### src/hdl/efs_pkg.sv
// constants shared by the encoder feedback supervisor
package efs_pkg;

    // ------------------------------------------------------------
    // timing
    // ------------------------------------------------------------
    localparam int CLK_HZ = 50_000_000;
    localparam int TICK_MS = 100;
    localparam int TICK_CYCLES = CLK_HZ / 1000 * TICK_MS;
    localparam int SEC_PER_MIN = 60;
    localparam int TICKS_PER_SEC = 1000 / TICK_MS;
    localparam int RPM_SCALE = SEC_PER_MIN * TICKS_PER_SEC;
    localparam int PCT_FULL = 100;
    localparam int DIV_STEPS = 48;

    // ------------------------------------------------------------
    // register offsets (byte addresses)
    // ------------------------------------------------------------
    localparam logic [5:0] OFS_CTRL = 6'h00;
    localparam logic [5:0] OFS_OS_CFG = 6'h04;
    localparam logic [5:0] OFS_DEV_CFG = 6'h08;
    localparam logic [5:0] OFS_LOSS_CFG = 6'h0c;
    localparam logic [5:0] OFS_PPR = 6'h10;
    localparam logic [5:0] OFS_DIVSET = 6'h14;
    localparam logic [5:0] OFS_GEAR = 6'h18;
    localparam logic [5:0] OFS_MAX_RPM = 6'h1c;
    localparam logic [5:0] OFS_SPEED = 6'h20;
    localparam logic [5:0] OFS_STATUS = 6'h24;
    localparam logic [5:0] OFS_MASK = 6'h28;

    // ------------------------------------------------------------
    // field positions
    // ------------------------------------------------------------
    localparam int CTRL_OS_SEL = 0;
    localparam int CTRL_DEV_SEL = 2;
    localparam int CTRL_LOSS_SEL = 4;
    localparam int CTRL_DIR_SEL = 6;
    localparam int CFG_TIME = 8;
    localparam int GEAR_LOAD = 16;
    localparam int SPEED_DIR = 16;
    localparam int ST_OS = 0;
    localparam int ST_DEV = 1;
    localparam int ST_LOSS = 2;

    // ------------------------------------------------------------
    // reaction codes and divider setting decode
    // ------------------------------------------------------------
    localparam logic [1:0] ACT_DECEL = 2'h0;
    localparam logic [1:0] ACT_COAST = 2'h1;
    localparam logic [1:0] ACT_RUN = 2'h2;
    localparam logic [7:0] DIVSET_HUNDRED = 8'h64;
    localparam logic [6:0] DIVK_MAX = 7'h20;

    // ------------------------------------------------------------
    // reset values
    // ------------------------------------------------------------
    localparam logic [6:0] RST_CTRL = 7'h00;
    localparam logic [6:0] RST_OS_LEVEL = 7'h78;
    localparam logic [7:0] RST_OS_TIME = 8'h0a;
    localparam logic [5:0] RST_DEV_LEVEL = 6'h0a;
    localparam logic [7:0] RST_DEV_TIME = 8'h05;
    localparam logic [7:0] RST_LOSS_TIME = 8'h0a;
    localparam logic [15:0] RST_PPR = 16'h0400;
    localparam logic [7:0] RST_DIVSET = 8'h01;
    localparam logic [9:0] RST_GEAR = 10'h001;
    localparam logic [15:0] RST_MAX_RPM = 16'h0708;

    localparam logic [1:0] AXI_OKAY = 2'h0;
    localparam logic [1:0] AXI_SLVERR = 2'h2;

endpackage : efs_pkg

### src/hdl/efs_supervisor.sv
// encoder feedback supervisor: speed, direction, faults, divided pulse output
//
// Overview of operation
// - overspeed when speed above level for time
// - overspeed reaction: decel, coast or continue
// - deviation fault when error persists for time
// - deviation band centred on reference speed
// - deviation reaction: decel, coast or continue
// - encoder loss when no pulses for time
// - encoder loss reaction: decel, coast, continue
// - pulses per revolution counted on phase A
// - selector 0: A leading means forward
// - selector 1: B leading means forward
// - divider n is 1 at settings of 100 and above, k is the low 7 bits of setting minus 100n, or 1 at setting 0
// - output pulse rate is input times (1+n)/k
// - two gear tooth counts scale encoder speed
// - rpm = pps*60/ppr * load/encoder teeth
//
// Design decisions made here: the address map and the AXI4-Lite interface to the registers.
`timescale 1ns/1ns
module efs_supervisor
    import efs_pkg::*;
#(
    parameter int GATE_CYCLES = efs_pkg::TICK_CYCLES
)
(
    input wire logic clk_sys,
    input wire logic rst,
    input wire logic [5:0] s_axi_awaddr,
    input wire logic s_axi_awvalid,
    output logic s_axi_awready,
    input wire logic [31:0] s_axi_wdata,
    input wire logic [3:0] s_axi_wstrb,
    input wire logic s_axi_wvalid,
    output logic s_axi_wready,
    output logic [1:0] s_axi_bresp,
    output logic s_axi_bvalid,
    input wire logic s_axi_bready,
    input wire logic [5:0] s_axi_araddr,
    input wire logic s_axi_arvalid,
    output logic s_axi_arready,
    output logic [31:0] s_axi_rdata,
    output logic [1:0] s_axi_rresp,
    output logic s_axi_rvalid,
    input wire logic s_axi_rready,
    input wire logic shaft_encoder_a,
    input wire logic shaft_encoder_b,
    input wire logic [15:0] ref_speed_rpm,
    output logic [15:0] speed_rpm,
    output logic dir_fwd,
    output logic enc_div_pulse,
    output logic overspeed_fault,
    output logic speed_deviation_fault,
    output logic encoder_loss_fault,
    output logic stop_decel,
    output logic stop_coast,
    output logic irq
);
    import efs_pkg::*;

    typedef enum logic {DIV_IDLE, DIV_RUN} efs_div_e;

    typedef struct packed {
        logic aw_got;
        logic w_got;
        logic [5:0] waddr;
        logic [31:0] wdata;
        logic [3:0] wstrb;
        logic bvalid;
        logic [1:0] bresp;
        logic rvalid;
        logic [31:0] rdata;
        logic [1:0] rresp;
        logic [6:0] ctrl;
        logic [15:0] os_cfg;
        logic [15:0] dev_cfg;
        logic [7:0] loss_time;
        logic [15:0] ppr;
        logic [7:0] divset;
        logic [9:0] gear_enc;
        logic [9:0] gear_load;
        logic [15:0] max_rpm;
        logic [2:0] status;
        logic [2:0] mask;
        logic a_s1;
        logic a_s2;
        logic a_s3;
        logic a_f;
        logic b_s1;
        logic b_s2;
        logic b_s3;
        logic b_f;
        logic dir_fwd;
        logic [22:0] gate_cnt;
        logic [23:0] pulse_cnt;
        logic tick;
        efs_div_e div_state;
        logic [5:0] div_idx;
        logic [47:0] num;
        logic [25:0] den;
        logic [25:0] rem;
        logic [15:0] speed;
        logic [6:0] acc;
        logic div_pulse;
    } efs_state_s;

    efs_state_s r;
    efs_state_s next_r;

    // ------------------------------------------------------------
    // helpers
    // ------------------------------------------------------------
    function automatic logic [31:0] wmerge(input logic [31:0] old, input logic [31:0] nw, input logic [3:0] strb);
        logic [31:0] res;
        res = old;
        for (int i = 0; i < 4; i++)
        begin
            if (strb[i])
            begin
                res[8*i +: 8] = nw[8*i +: 8];
            end
        end
        return res;
    endfunction : wmerge

    // value exceeds level percent of full-scale speed
    function automatic logic pct_over(input logic [15:0] val, input logic [6:0] level, input logic [15:0] full);
        logic [23:0] lhs;
        logic [23:0] rhs;
        lhs = 24'(val) * 24'(PCT_FULL);
        rhs = 24'(level) * 24'(full);
        return lhs > rhs;
    endfunction : pct_over

    function automatic logic [1:0] sel_of(input logic [6:0] ctrl, input int pos);
        return ctrl[pos +: 2];
    endfunction : sel_of

    function automatic logic is_mapped(input logic [5:0] a);
        return (a[1:0] == 2'h0) && (a <= OFS_MASK);
    endfunction : is_mapped

    // ------------------------------------------------------------
    // combinational terms
    // ------------------------------------------------------------
    logic a_new;
    logic b_new;
    logic a_rise;
    logic any_edge;
    logic os_cond;
    logic dev_cond;
    logic loss_cond;
    logic os_hit;
    logic dev_hit;
    logic loss_hit;
    logic [15:0] speed_err;
    logic div_n;
    logic [6:0] div_k;
    logic [2:0] faults;
    logic [2:0] decel_sel;
    logic [2:0] coast_sel;

    // a change counts only once the second and third stages agree
    assign a_new = (r.a_s2 == r.a_s3) ? r.a_s3 : r.a_f;
    assign b_new = (r.b_s2 == r.b_s3) ? r.b_s3 : r.b_f;
    assign a_rise = a_new & ~r.a_f;
    assign any_edge = (a_new ^ r.a_f) | (b_new ^ r.b_f);

    assign speed_err = (ref_speed_rpm > r.speed) ? ref_speed_rpm - r.speed : r.speed - ref_speed_rpm;
    assign os_cond = pct_over(r.speed, r.os_cfg[6:0], r.max_rpm);
    assign dev_cond = pct_over(speed_err, {1'b0, r.dev_cfg[5:0]}, r.max_rpm);
    assign loss_cond = ~any_edge;

    // divider setting: n is 1 from 100 up, k is the setting less 100 when n is 1
    assign div_n = (r.divset >= DIVSET_HUNDRED);
    assign div_k = (r.divset[6:0] == 7'h00 && !div_n) ? 7'h01
                 : (div_n ? 7'(r.divset - DIVSET_HUNDRED) : r.divset[6:0]);

    assign faults = {loss_hit, dev_hit, os_hit};

    always_comb
    begin
        for (int i = 0; i < 3; i++)
        begin
            decel_sel[i] = (sel_of(r.ctrl, 2 * i) == ACT_DECEL);
            coast_sel[i] = (sel_of(r.ctrl, 2 * i) == ACT_COAST);
        end
    end

    // ------------------------------------------------------------
    // fault persistence timers
    // ------------------------------------------------------------
    efs_persist #(.CNT_W(8)) u_os_timer (
        .clk_sys(clk_sys),
        .rst(rst),
        .cond(os_cond),
        .tick(r.tick),
        .limit(r.os_cfg[CFG_TIME +: 8]),
        .fault(os_hit)
    );

    efs_persist #(.CNT_W(8)) u_dev_timer (
        .clk_sys(clk_sys),
        .rst(rst),
        .cond(dev_cond),
        .tick(r.tick),
        .limit(r.dev_cfg[CFG_TIME +: 8]),
        .fault(dev_hit)
    );

    efs_persist #(.CNT_W(8)) u_loss_timer (
        .clk_sys(clk_sys),
        .rst(rst),
        .cond(loss_cond),
        .tick(r.tick),
        .limit(r.loss_time),
        .fault(loss_hit)
    );

    // ------------------------------------------------------------
    // next state
    // ------------------------------------------------------------
    always_comb
    begin
        logic [2:0] clr;
        logic [31:0] rd;
        logic [26:0] rem_sh;
        logic qbit;
        logic [7:0] acc_sum;
        clr = 3'h0;
        rd = 32'h0;
        rem_sh = 27'h0;
        qbit = 1'b0;
        acc_sum = 8'h0;
        next_r = r;

        // pin synchronisers
        next_r.a_s1 = shaft_encoder_a;
        next_r.a_s2 = r.a_s1;
        next_r.a_s3 = r.a_s2;
        next_r.b_s1 = shaft_encoder_b;
        next_r.b_s2 = r.b_s1;
        next_r.b_s3 = r.b_s2;
        next_r.a_f = a_new;
        next_r.b_f = b_new;

        // B still low as A rises means A leads
        if (a_rise)
        begin
            next_r.dir_fwd = ~b_new ^ r.ctrl[CTRL_DIR_SEL];
        end

        // measurement gate: pulses on phase A per tick
        next_r.tick = 1'b0;
        if (r.gate_cnt == 23'(GATE_CYCLES - 1))
        begin
            next_r.gate_cnt = 23'h0;
            next_r.tick = 1'b1;
            next_r.pulse_cnt = {23'h0, a_rise};
            // numerator and denominator of the rpm formula
            next_r.num = 48'(r.pulse_cnt) * 48'(RPM_SCALE) * 48'(r.gear_load);
            next_r.den = 26'(r.ppr) * 26'(r.gear_enc);
            next_r.rem = 26'h0;
            next_r.div_idx = 6'h0;
            if (next_r.den == 26'h0)
            begin
                next_r.speed = 16'h0;
            end
            else
            begin
                next_r.div_state = DIV_RUN;
            end
        end
        else
        begin
            next_r.gate_cnt = r.gate_cnt + 23'h1;
            next_r.pulse_cnt = r.pulse_cnt + {23'h0, a_rise};
        end

        // restoring divider, one quotient bit a cycle, quotient replaces num
        case (r.div_state)
            DIV_IDLE:
            begin
            end
            DIV_RUN:
            begin
                rem_sh = {r.rem, r.num[47]};
                qbit = (rem_sh >= {1'b0, r.den});
                next_r.rem = qbit ? 26'(rem_sh - {1'b0, r.den}) : rem_sh[25:0];
                next_r.num = {r.num[46:0], qbit};
                next_r.div_idx = r.div_idx + 6'h1;
                if (r.div_idx == 6'(DIV_STEPS - 1))
                begin
                    next_r.div_state = DIV_IDLE;
                    // saturate rather than wrap on absurd settings
                    next_r.speed = (next_r.num[47:16] != 32'h0) ? 16'hffff : next_r.num[15:0];
                end
            end
            default:
            begin
                next_r.div_state = DIV_IDLE;
            end
        endcase

        // output divider: add (1+n) per input pulse, emit one per k; a gap cycle keeps pulses apart
        acc_sum = {1'b0, r.acc} + {6'h0, a_rise & div_n, a_rise & ~div_n};
        if (acc_sum >= {1'b0, div_k} && !r.div_pulse)
        begin
            next_r.acc = 7'(acc_sum - {1'b0, div_k});
            next_r.div_pulse = 1'b1;
        end
        else
        begin
            next_r.acc = acc_sum[6:0];
            next_r.div_pulse = 1'b0;
        end

        // axi write channel
        if (s_axi_awvalid && s_axi_awready)
        begin
            next_r.aw_got = 1'b1;
            next_r.waddr = s_axi_awaddr;
        end
        if (s_axi_wvalid && s_axi_wready)
        begin
            next_r.w_got = 1'b1;
            next_r.wdata = s_axi_wdata;
            next_r.wstrb = s_axi_wstrb;
        end
        if (r.aw_got && r.w_got)
        begin
            next_r.aw_got = 1'b0;
            next_r.w_got = 1'b0;
            next_r.bvalid = 1'b1;
            next_r.bresp = is_mapped(r.waddr) ? AXI_OKAY : AXI_SLVERR;
            case (r.waddr)
                OFS_CTRL: next_r.ctrl = 7'(wmerge(32'(r.ctrl), r.wdata, r.wstrb));
                OFS_OS_CFG: next_r.os_cfg = 16'(wmerge(32'(r.os_cfg), r.wdata, r.wstrb));
                OFS_DEV_CFG: next_r.dev_cfg = 16'(wmerge(32'(r.dev_cfg), r.wdata, r.wstrb));
                OFS_LOSS_CFG: next_r.loss_time = 8'(wmerge(32'(r.loss_time), r.wdata, r.wstrb));
                OFS_PPR: next_r.ppr = 16'(wmerge(32'(r.ppr), r.wdata, r.wstrb));
                OFS_DIVSET: {next_r.divset, next_r.acc} = {8'(wmerge(32'(r.divset), r.wdata, r.wstrb)), 7'h0};
                OFS_GEAR:
                begin
                    rd = wmerge({6'h0, r.gear_load, 6'h0, r.gear_enc}, r.wdata, r.wstrb);
                    next_r.gear_enc = rd[9:0];
                    next_r.gear_load = rd[GEAR_LOAD +: 10];
                end
                OFS_MAX_RPM: next_r.max_rpm = 16'(wmerge(32'(r.max_rpm), r.wdata, r.wstrb));
                OFS_STATUS: clr = r.wstrb[0] ? r.wdata[2:0] : 3'h0;
                OFS_MASK: next_r.mask = 3'(wmerge(32'(r.mask), r.wdata, r.wstrb));
                default:
                begin
                end
            endcase
        end
        if (r.bvalid && s_axi_bready)
        begin
            next_r.bvalid = 1'b0;
        end

        // sticky events: a new fault wins over a clear in the same cycle
        next_r.status = (r.status & ~clr) | faults;

        // axi read channel
        if (s_axi_arvalid && s_axi_arready)
        begin
            case (s_axi_araddr)
                OFS_CTRL: rd = 32'(r.ctrl);
                OFS_OS_CFG: rd = 32'(r.os_cfg);
                OFS_DEV_CFG: rd = 32'(r.dev_cfg);
                OFS_LOSS_CFG: rd = 32'(r.loss_time);
                OFS_PPR: rd = 32'(r.ppr);
                OFS_DIVSET: rd = 32'(r.divset);
                OFS_GEAR: rd = {6'h0, r.gear_load, 6'h0, r.gear_enc};
                OFS_MAX_RPM: rd = 32'(r.max_rpm);
                OFS_SPEED: rd = {15'h0, r.dir_fwd, r.speed};
                OFS_STATUS: rd = 32'(r.status);
                OFS_MASK: rd = 32'(r.mask);
                default: rd = 32'h0;
            endcase
            next_r.rvalid = 1'b1;
            next_r.rdata = rd;
            next_r.rresp = is_mapped(s_axi_araddr) ? AXI_OKAY : AXI_SLVERR;
        end
        else if (r.rvalid && s_axi_rready)
        begin
            next_r.rvalid = 1'b0;
        end
    end

    // ------------------------------------------------------------
    // state register
    // ------------------------------------------------------------
    always_ff @(posedge clk_sys or posedge rst)
    begin
        if (rst)
        begin
            r <= '0;
            r.ctrl <= RST_CTRL;
            r.os_cfg <= {RST_OS_TIME, 1'b0, RST_OS_LEVEL};
            r.dev_cfg <= {RST_DEV_TIME, 2'h0, RST_DEV_LEVEL};
            r.loss_time <= RST_LOSS_TIME;
            r.ppr <= RST_PPR;
            r.divset <= RST_DIVSET;
            r.gear_enc <= RST_GEAR;
            r.gear_load <= RST_GEAR;
            r.max_rpm <= RST_MAX_RPM;
            r.div_state <= DIV_IDLE;
        end
        else
        begin
            r <= next_r;
        end
    end

    // ------------------------------------------------------------
    // outputs
    // ------------------------------------------------------------
    assign s_axi_awready = ~r.aw_got & ~r.bvalid;
    assign s_axi_wready = ~r.w_got & ~r.bvalid;
    assign s_axi_bvalid = r.bvalid;
    assign s_axi_bresp = r.bresp;
    assign s_axi_arready = ~r.rvalid;
    assign s_axi_rvalid = r.rvalid;
    assign s_axi_rdata = r.rdata;
    assign s_axi_rresp = r.rresp;

    assign speed_rpm = r.speed;
    assign dir_fwd = r.dir_fwd;
    assign enc_div_pulse = r.div_pulse;
    assign overspeed_fault = r.status[ST_OS];
    assign speed_deviation_fault = r.status[ST_DEV];
    assign encoder_loss_fault = r.status[ST_LOSS];

    // reaction holds until software clears the fault; coast overrides decel
    assign stop_coast = |(r.status & coast_sel);
    assign stop_decel = |(r.status & decel_sel) & ~stop_coast;
    assign irq = |(r.status & r.mask);

endmodule : efs_supervisor

### src/hdl/efs_persist.sv
// persistence timer: fault once a condition holds for a count of ticks
`timescale 1ns/1ns
module efs_persist
    import efs_pkg::*;
#(
    parameter int CNT_W = 8
)
(
    input wire logic clk_sys,
    input wire logic rst,
    input wire logic cond,
    input wire logic tick,
    input wire logic [CNT_W-1:0] limit,
    output logic fault
);
    import efs_pkg::*;

    typedef struct packed {
        logic [CNT_W-1:0] cnt;
        logic fault;
    } efs_persist_s;

    efs_persist_s r;
    efs_persist_s next_r;

    always_comb
    begin
        next_r = r;
        if (!cond)
        begin
            next_r.cnt = '0;
        end
        else if (tick && r.cnt != {CNT_W{1'b1}})
        begin
            next_r.cnt = r.cnt + 1'b1;
        end
        // zero limit trips at once; otherwise only unbroken persistence counts
        next_r.fault = cond && (next_r.cnt >= limit);
    end

    always_ff @(posedge clk_sys or posedge rst)
    begin
        if (rst)
        begin
            r <= '0;
        end
        else
        begin
            r <= next_r;
        end
    end

    assign fault = r.fault;

endmodule : efs_persist

### config.mk
export PLATFORM = sky130hd
export DESIGN_NAME = efs_supervisor
export DESIGN_NICKNAME = d
export VERILOG_FILES = /design/src/hdl/efs_pkg.sv /design/src/hdl/efs_supervisor.sv /design/src/hdl/efs_persist.sv
export SDC_FILE = /design/constraint.sdc
export NUM_CORES = 2
export LEC_CHECK = 0
export ABC_AREA = 0
export ABC_CLOCK_PERIOD_IN_PS = 12000
export BUFFER_PORTS_ARGS = -buffer_cell sky130_fd_sc_hd__buf_2
export CAP_MARGIN = 20
export CORE_UTILIZATION = 35
export CTS_BUF_LIST = sky130_fd_sc_hd__clkbuf_8
export DETAILED_ROUTE_END_ITERATION = 10
export SLEW_MARGIN = 40
export SYNTH_ARGS = -nofsm -noshare
export SYNTH_HDL_FRONTEND = slang
export SYNTH_SLANG_ARGS = --single-unit
### constraint.sdc
create_clock -name clk_sys -period 12 [get_ports clk_sys]
set_input_delay 0.6 -clock clk_sys [delete_from_list [all_inputs] [get_ports clk_sys]]
set_output_delay 0.6 -clock clk_sys [all_outputs]
set_load 0.05 [all_outputs]
* Word level (Yosys, flattened, before mapping)
Index checks and enable logic that the tools add are counted.
Word-level totals: input bits 73, flip-flop bits (word level) 404, logic and storage cells 226
Cells by class: add/subtract/negate cells 12, order comparisons 11, equality and inequality tests 29, reduce and logical (&&, ||, !) cells 52, muxes and demuxes 37, multipliers 7, bitwise logic cells 25
Operators with widths (number):
- $pmux W26 S11 | 1
- $mux W124 | 1
- $mux W16 | 4
- $mux W8 | 7
- $mux W55 | 1
- $eq A6 B5 Y1 const B | 8
- $reduce_and A3 Y1 | 16
- $mux W47 | 1
- $mul A16 B5 Y21 const B | 2
- $mux W42 | 1
- $mul A31 B10 Y41 | 1
- $eq A6 B6 Y1 const B | 6
- $reduce_bool A32 Y1 | 1
- $sub A16 B16 Y16 | 2
- $mul A24 B7 Y31 const B | 1
- $mux W7 | 4
- $ge A27 B26 Y1 | 1
- $logic_not A26 Y1 | 1
- $mul A16 B10 Y26 | 1
- $mux W26 | 1
- $sub A26 B26 Y26 | 1
- $add A24 B1 Y24 | 1
- $add A8 B1 Y8 const B | 3
- $eq A6 B4 Y1 const B | 4
- other kinds (36) | 103

* Logic depth before layout (Yosys ltp)
depth after elaboration 10, depth in mapped cells 48, depth with buffers taken out 46

* Modules after synthesis
A second synthesis with hierarchy kept.
Unflattened totals: cell total of the unflattened synthesis 5281, area total of the unflattened synthesis 48530.3 µm²
By module, submodules not included:
- efs_supervisor | cells an instance 5068, times used 1, seq. area each 9258.9 µm², area each 46585.9 µm²
- efs_persist | cells an instance 71, times used 3, seq. area each 225.2 µm², area each 648.1 µm²

* Worst setup path before layout
Ideal clock, no wire load.
path type reg-to-reg, start register r[137] (netlist name), end register r[119] (netlist name), slack 2.654 ns, arrival 9.204 ns, cell stages (with the launch flop) 38, path through dfrtp_1 ha_1 ha_1 fa_1 inv_1 fa_1 inv_1 ha_1 o21ai_0 a211oi_1 a221oi_1 a211oi_1 nor2_1 nor2_1 o21a_1 o21a_1 buf_2 mux2i_1 (+2 left out) inv_1 fa_1 fa_1 fa_1 inv_1 fa_1 inv_1 ha_1 a21oi_1 o21ai_0 a21oi_1 o21a_1 o21ai_0 a221o_1 a31oi_1 a21oi_1 xnor2_1 o221ai_1
Between the ends: cells in the longest elaborated chain, start to end 4
Ends and longest elaborated chain:
- start: declaration | line efs_supervisor.sv:107 | efs_state_s r;
- start signal: assignment | line efs_supervisor.sv:413 | r <= next_r;
- $mul A24 B7 Y31 | line efs_supervisor.sv:261 | next_r.num = 48'(r.pulse_cnt) * 48'(RPM_SCALE) * 48'(r.gear_load);
- $mul A31 B10 Y41 | line efs_supervisor.sv:261
- $mux W124 | line efs_supervisor.sv:255 | if (r.gate_cnt == 23'(GATE_CYCLES - 1))
- $mux W55 | line efs_supervisor.sv:281 | case (r.div_state)
Every way passes these cells. The select of a mux whose other input is x is not followed. A chain may end at the register's enable or synchronous reset.

* Worst setup path after layout
Ends and elaborated chain as after synthesis.

==> impl_metrics.prom <==
# TYPE chip_impl_metric gauge
chip_impl_info{name="setup_repair_after_global_routing_missed_its_margin",value="no"} 1
chip_impl_metric{name="clock_insertion_delay_worst_skew",unit="ns"} 0.74
chip_impl_metric{name="hold-worst-slack",unit="ns"} 0.0956
chip_impl_metric{name="layout.core_utilization",unit=""} 0.381
chip_impl_metric{name="cts_resized",unit=""} 0
chip_impl_info{name="critical_path.most_common_cell",value="fa_1"} 1
chip_impl_metric{name="maximum_fanout_along_the_worst_path",unit=""} 11
chip_impl_metric{name="globalRouteTotalUtil",unit=""} 0.185
chip_impl_metric{name="routabilityCongestion",unit=""} 0.879
chip_impl_metric{name="io_pins",unit=""} 138
chip_impl_metric{name="cap_violations",unit=""} 0
chip_impl_info{name="regToRegEndpoint",value="r[119]"} 1
chip_impl_metric{name="die_h",unit="um"} 378
chip_impl_metric{name="report.final.hold_viol_count",unit=""} 0
chip_impl_metric{name="worst-slew-pin-transition",unit="ns"} 0.856
chip_impl_metric{name="timing_max_transition_violations_final",unit=""} 0
chip_impl_metric{name="fmax",unit="GHz"} 0.0935
chip_impl_info{name="worstSetupPathType",value="flop to flop"} 1
chip_impl_metric{name="synth-edff-count",unit=""} 0
chip_impl_metric{name="setup_violating_endpoint_count_in_the_final_report",unit=""} 0
chip_impl_metric{name="timing.critical_path.arrival",unit="ns"} 11.23
chip_impl_metric{name="ant_nets",unit=""} 0
chip_impl_metric{name="design.die.area",unit="um^2"} 143000
chip_impl_metric{name="routed_wire_length",unit="mm"} 129
chip_impl_metric{name="routed_via_density",unit=""} 5.15
chip_impl_metric{name="iteration_0_drc_count_of_the_detailed_router",unit=""} 2259
chip_impl_metric{name="postSynth.asyncResetShare",unit=""} 1.00
chip_impl_metric{name="worst-path-buf-inv",unit=""} 5
chip_impl_metric{name="ys_warn_count",unit=""} 0
chip_impl_metric{name="seq_area_frac_synth",unit=""} 0.201
chip_impl_info{name="endpoint",value="r[119]"} 1
chip_impl_metric{name="mappedNetlistArea",unit="um^2"} 49400
chip_impl_metric{name="timing.setup.tns",unit="ns"} 0
chip_impl_metric{name="reg2reg_depth",unit=""} 36
chip_impl_metric{name="netlist-cell-type-count",unit=""} 81
chip_impl_metric{name="vdd_drop_max",unit="V"} 0.000183
chip_impl_info{name="worst_path_max_delay_cell",value="a2111oi_0"} 1
chip_impl_metric{name="netlist_instances",unit=""} 5472
chip_impl_metric{name="placed_cell_area",unit="um^2"} 51800
chip_impl_metric{name="clkSinkCount",unit=""} 396
chip_impl_metric{name="static_leak",unit="nW"} 26.7
chip_impl_metric{name="h-tree-depth",unit=""} 3
chip_impl_metric{name="grt_max_degree",unit=""} 99
chip_impl_metric{name="min_tclk_post_route",unit="ns"} 10.69
chip_impl_metric{name="core",unit="um^2"} 140000
chip_impl_metric{name="flow.area_growth_from_synthesis",unit="%"} 7.73
chip_impl_info{name="postSynth.topFlopCell",value="dfrtp_1"} 1
chip_impl_metric{name="synth_seq_cells",unit=""} 396
chip_impl_metric{name="power_density",unit="nW/um^2"} 132
chip_impl_info{name="critical_path.top_delay_family",value="adder cells"} 1
chip_impl_info{name="mostFrequentLayoutCell",value="inv_1"} 1
chip_impl_metric{name="grt_antenna_before_repair",unit=""} 3
chip_impl_metric{name="cts-hold-fix-buffers",unit=""} 5
chip_impl_metric{name="design_area",unit="um^2"} 53300
chip_impl_metric{name="row_count",unit=""} 137
chip_impl_metric{name="cp_num_cells",unit=""} 36
chip_impl_metric{name="maxSlewHeadroom",unit=""} 0.430
chip_impl_metric{name="grt_overflow_total",unit=""} 0
chip_impl_metric{name="grt_pass1_wl",unit="mm"} 212
chip_impl_metric{name="critical_path_required",unit="ns"} 12.54
chip_impl_info{name="critical_path.reg2reg.startpoint",value="r[137]"} 1
chip_impl_info{name="tritoncts",value="done"} 1
chip_impl_metric{name="detailedRoute.firstPassIterationCount",unit=""} 9
chip_impl_metric{name="timing.clock.skew",unit="ns"} 0.0461
chip_impl_metric{name="vias_in_the_first_global_route",unit=""} 39100
chip_impl_info{name="run_status",value="complete, no violations"} 1
chip_impl_metric{name="nets",unit=""} 6610
chip_impl_metric{name="portBuffers",unit=""} 123
chip_impl_metric{name="detail_route.wl_per_cell",unit="um"} 17.4
chip_impl_metric{name="clock_tree.buffer_depth",unit=""} 3
chip_impl_metric{name="cts_made_buffers",unit=""} 66
chip_impl_metric{name="layout_worst_path_cycle_share",unit=""} 0.891
chip_impl_metric{name="postSynthAreaPerCell",unit="um^2"} 9.03
chip_impl_info{name="min-delay-path-class",value="input pin to flop"} 1
chip_impl_metric{name="dp.final_hpwl",unit="mm"} 99.1
chip_impl_metric{name="r2r_setup_slack",unit="ns"} 1.31
chip_impl_info{name="most-common-layout-cells",value="744 x inv_1, 667 x nand2_1, 538 x ha_1, 532 x fa_1, 374 x dfrtp_1"} 1
chip_impl_info{name="critPathLaunchType",value="flop"} 1
chip_impl_info{name="ctsRootBufferMaster",value="clkbuf_8"} 1
chip_impl_metric{name="dr_total_vias",unit=""} 38100
chip_impl_metric{name="initial_core_util",unit=""} 0.353
chip_impl_metric{name="drc_errors",unit=""} 0
chip_impl_metric{name="post_route_cells_drive_above_1_share",unit=""} 0.0941
chip_impl_info{name="critPathCaptureType",value="flop"} 1
chip_impl_metric{name="cts_post_setup_buffers_inserted",unit=""} 0
chip_impl_metric{name="clk_transition_reported_paths",unit="ns"} 0.07
chip_impl_metric{name="die_width",unit="um"} 378
chip_impl_metric{name="critical_path.max_stage_delay",unit="ns"} 0.67
chip_impl_info{name="crit_start",value="r[137]"} 1
-- per-layer routing --
metal | track usage | share of wire
met1 | 0.250 | 0.46
met2 | 0.309 | 0.47
met3 | 0.0233 | 0.045
met4 | 0.0516 | 0.025
met5 | 0 | 0
-- registers in the layout (all words and copies together), names as in the netlist, 4 cells and up --
register        flops
u_os_timer.r        8
r                 314
u_loss_timer.r      8
s_axi_rdata        26
speed_rpm          16
u_dev_timer.r       8
next_r              4
-- synthesized netlist by cell type (22+ instances only) --
master | instances | area, um^2
nor2b_1 | 79 | 494
nor4_1 | 23 | 144
inv_1 | 728 | 2730
a31oi_1 | 28 | 175
a21oi_1 | 192 | 961
and2_1 | 266 | 1660
clkbuf_1 | 204 | 766
nand3b_1 | 22 | 165
nor3_1 | 60 | 300
buf_4 | 52 | 390
o21ai_0 | 208 | 1040
nand2_1 | 667 | 2500
o22ai_1 | 23 | 144
mux2_2 | 165 | 1860
o21a_1 | 32 | 240
nor2_1 | 259 | 972
fa_1 | 532 | 10700
xnor2_1 | 149 | 1310
nand4_1 | 55 | 344
ha_1 | 538 | 6730
a22oi_1 | 27 | 203
o21bai_1 | 22 | 165
dfrtp_1 | 376 | 9410
a21o_1 | 103 | 773
nand3_1 | 132 | 661
xor2_1 | 85 | 744
mux2i_1 | 38 | 380
nand2b_1 | 51 | 319
and3_1 | 45 | 282
-- report_power, final --
group / internal [mW] / switching, mW / leakage [nW]
Clock: 0.670 / 0.629 / 0.783
Combinational: 1.45 / 2.15 / 20.6
Sequential: 1.57 / 0.574 / 5.27
Total: 3.69 / 3.35 / 26.7
-- worst reg2reg max path: cells and delay by family (launching register included) --
family	cells	cell delay, ns
multiplexers	1	0.20
adder cells (fa/ha/maj)	11	4.78
AO/OA/AOI/OAI	15	3.86
flip-flops	1	0.50
XOR/XNOR	1	0.24
buffers and inverters	5	0.27
AND/OR/NAND/NOR	3	0.64
-- cell type report --
| class | instances | area (um^2) |
|---|---|---|
| inverter | 728 | 2740 |
| multi-input combinational | 4084 | 35700 |
| clock buffer | 78 | 1070 |
| antenna | 1 | 2.50 |
| sequential | 396 | 9940 |
| fill | 14200 | 86600 |
| timing repair buffer | 191 | 1180 |
| clock inverter | 41 | 317 |
| tap | 1876 | 2350 |
-- worst min path at each step --
| stage | startpoint | slack [ns] | cells past startpoint | endpoint |
|---|---|---|---|---|
| 6_report | s_axi_wdata[12] | 0.1 | 2 | r[355] |
| 5_1_grt | s_axi_wdata[5] | 0.04 | 2 | r[348] |
| 4_1_cts | s_axi_wdata[5] | 0.02 | 2 | r[348] |
| 3_5_place_dp | next_r[186] | 0.34 | 0 | next_r[185] |
| 3_3_place_gp | next_r[186] | 0.35 | 0 | next_r[185] |
| 2_1_floorplan | next_r[182] | 0.33 | 0 | next_r[181] |
-- logic make-up after synthesis --
| kind of cell | count (synthesis) | share of synthesized area |
|---|---|---|
| and+or+nand+nor | 1727 | 0.169 |
| muxes | 203 | 0.0453 |
| other | 1 | 0.0000759 |
| xor gates and xnor gates | 234 | 0.0415 |
| buffers and inverters | 999 | 0.0801 |
| adders and majority gates | 1072 | 0.352 |
| DFF | 396 | 0.201 |
| AOI/OAI and AO/OA | 840 | 0.111 |
-- through the flow --
stage,power (mW),cells,setup slack [ns]
2_1_floorplan,4.53,5479,0.422
3_3_place_gp,5.68,7268,1.44
3_5_place_dp,5.75,7270,1.38
4_1_cts,7.10,7394,1.29
5_1_grt,7.63,7395,0.454
6_report,7.04,7395,1.31
Power figures use the tool's default switching activity.
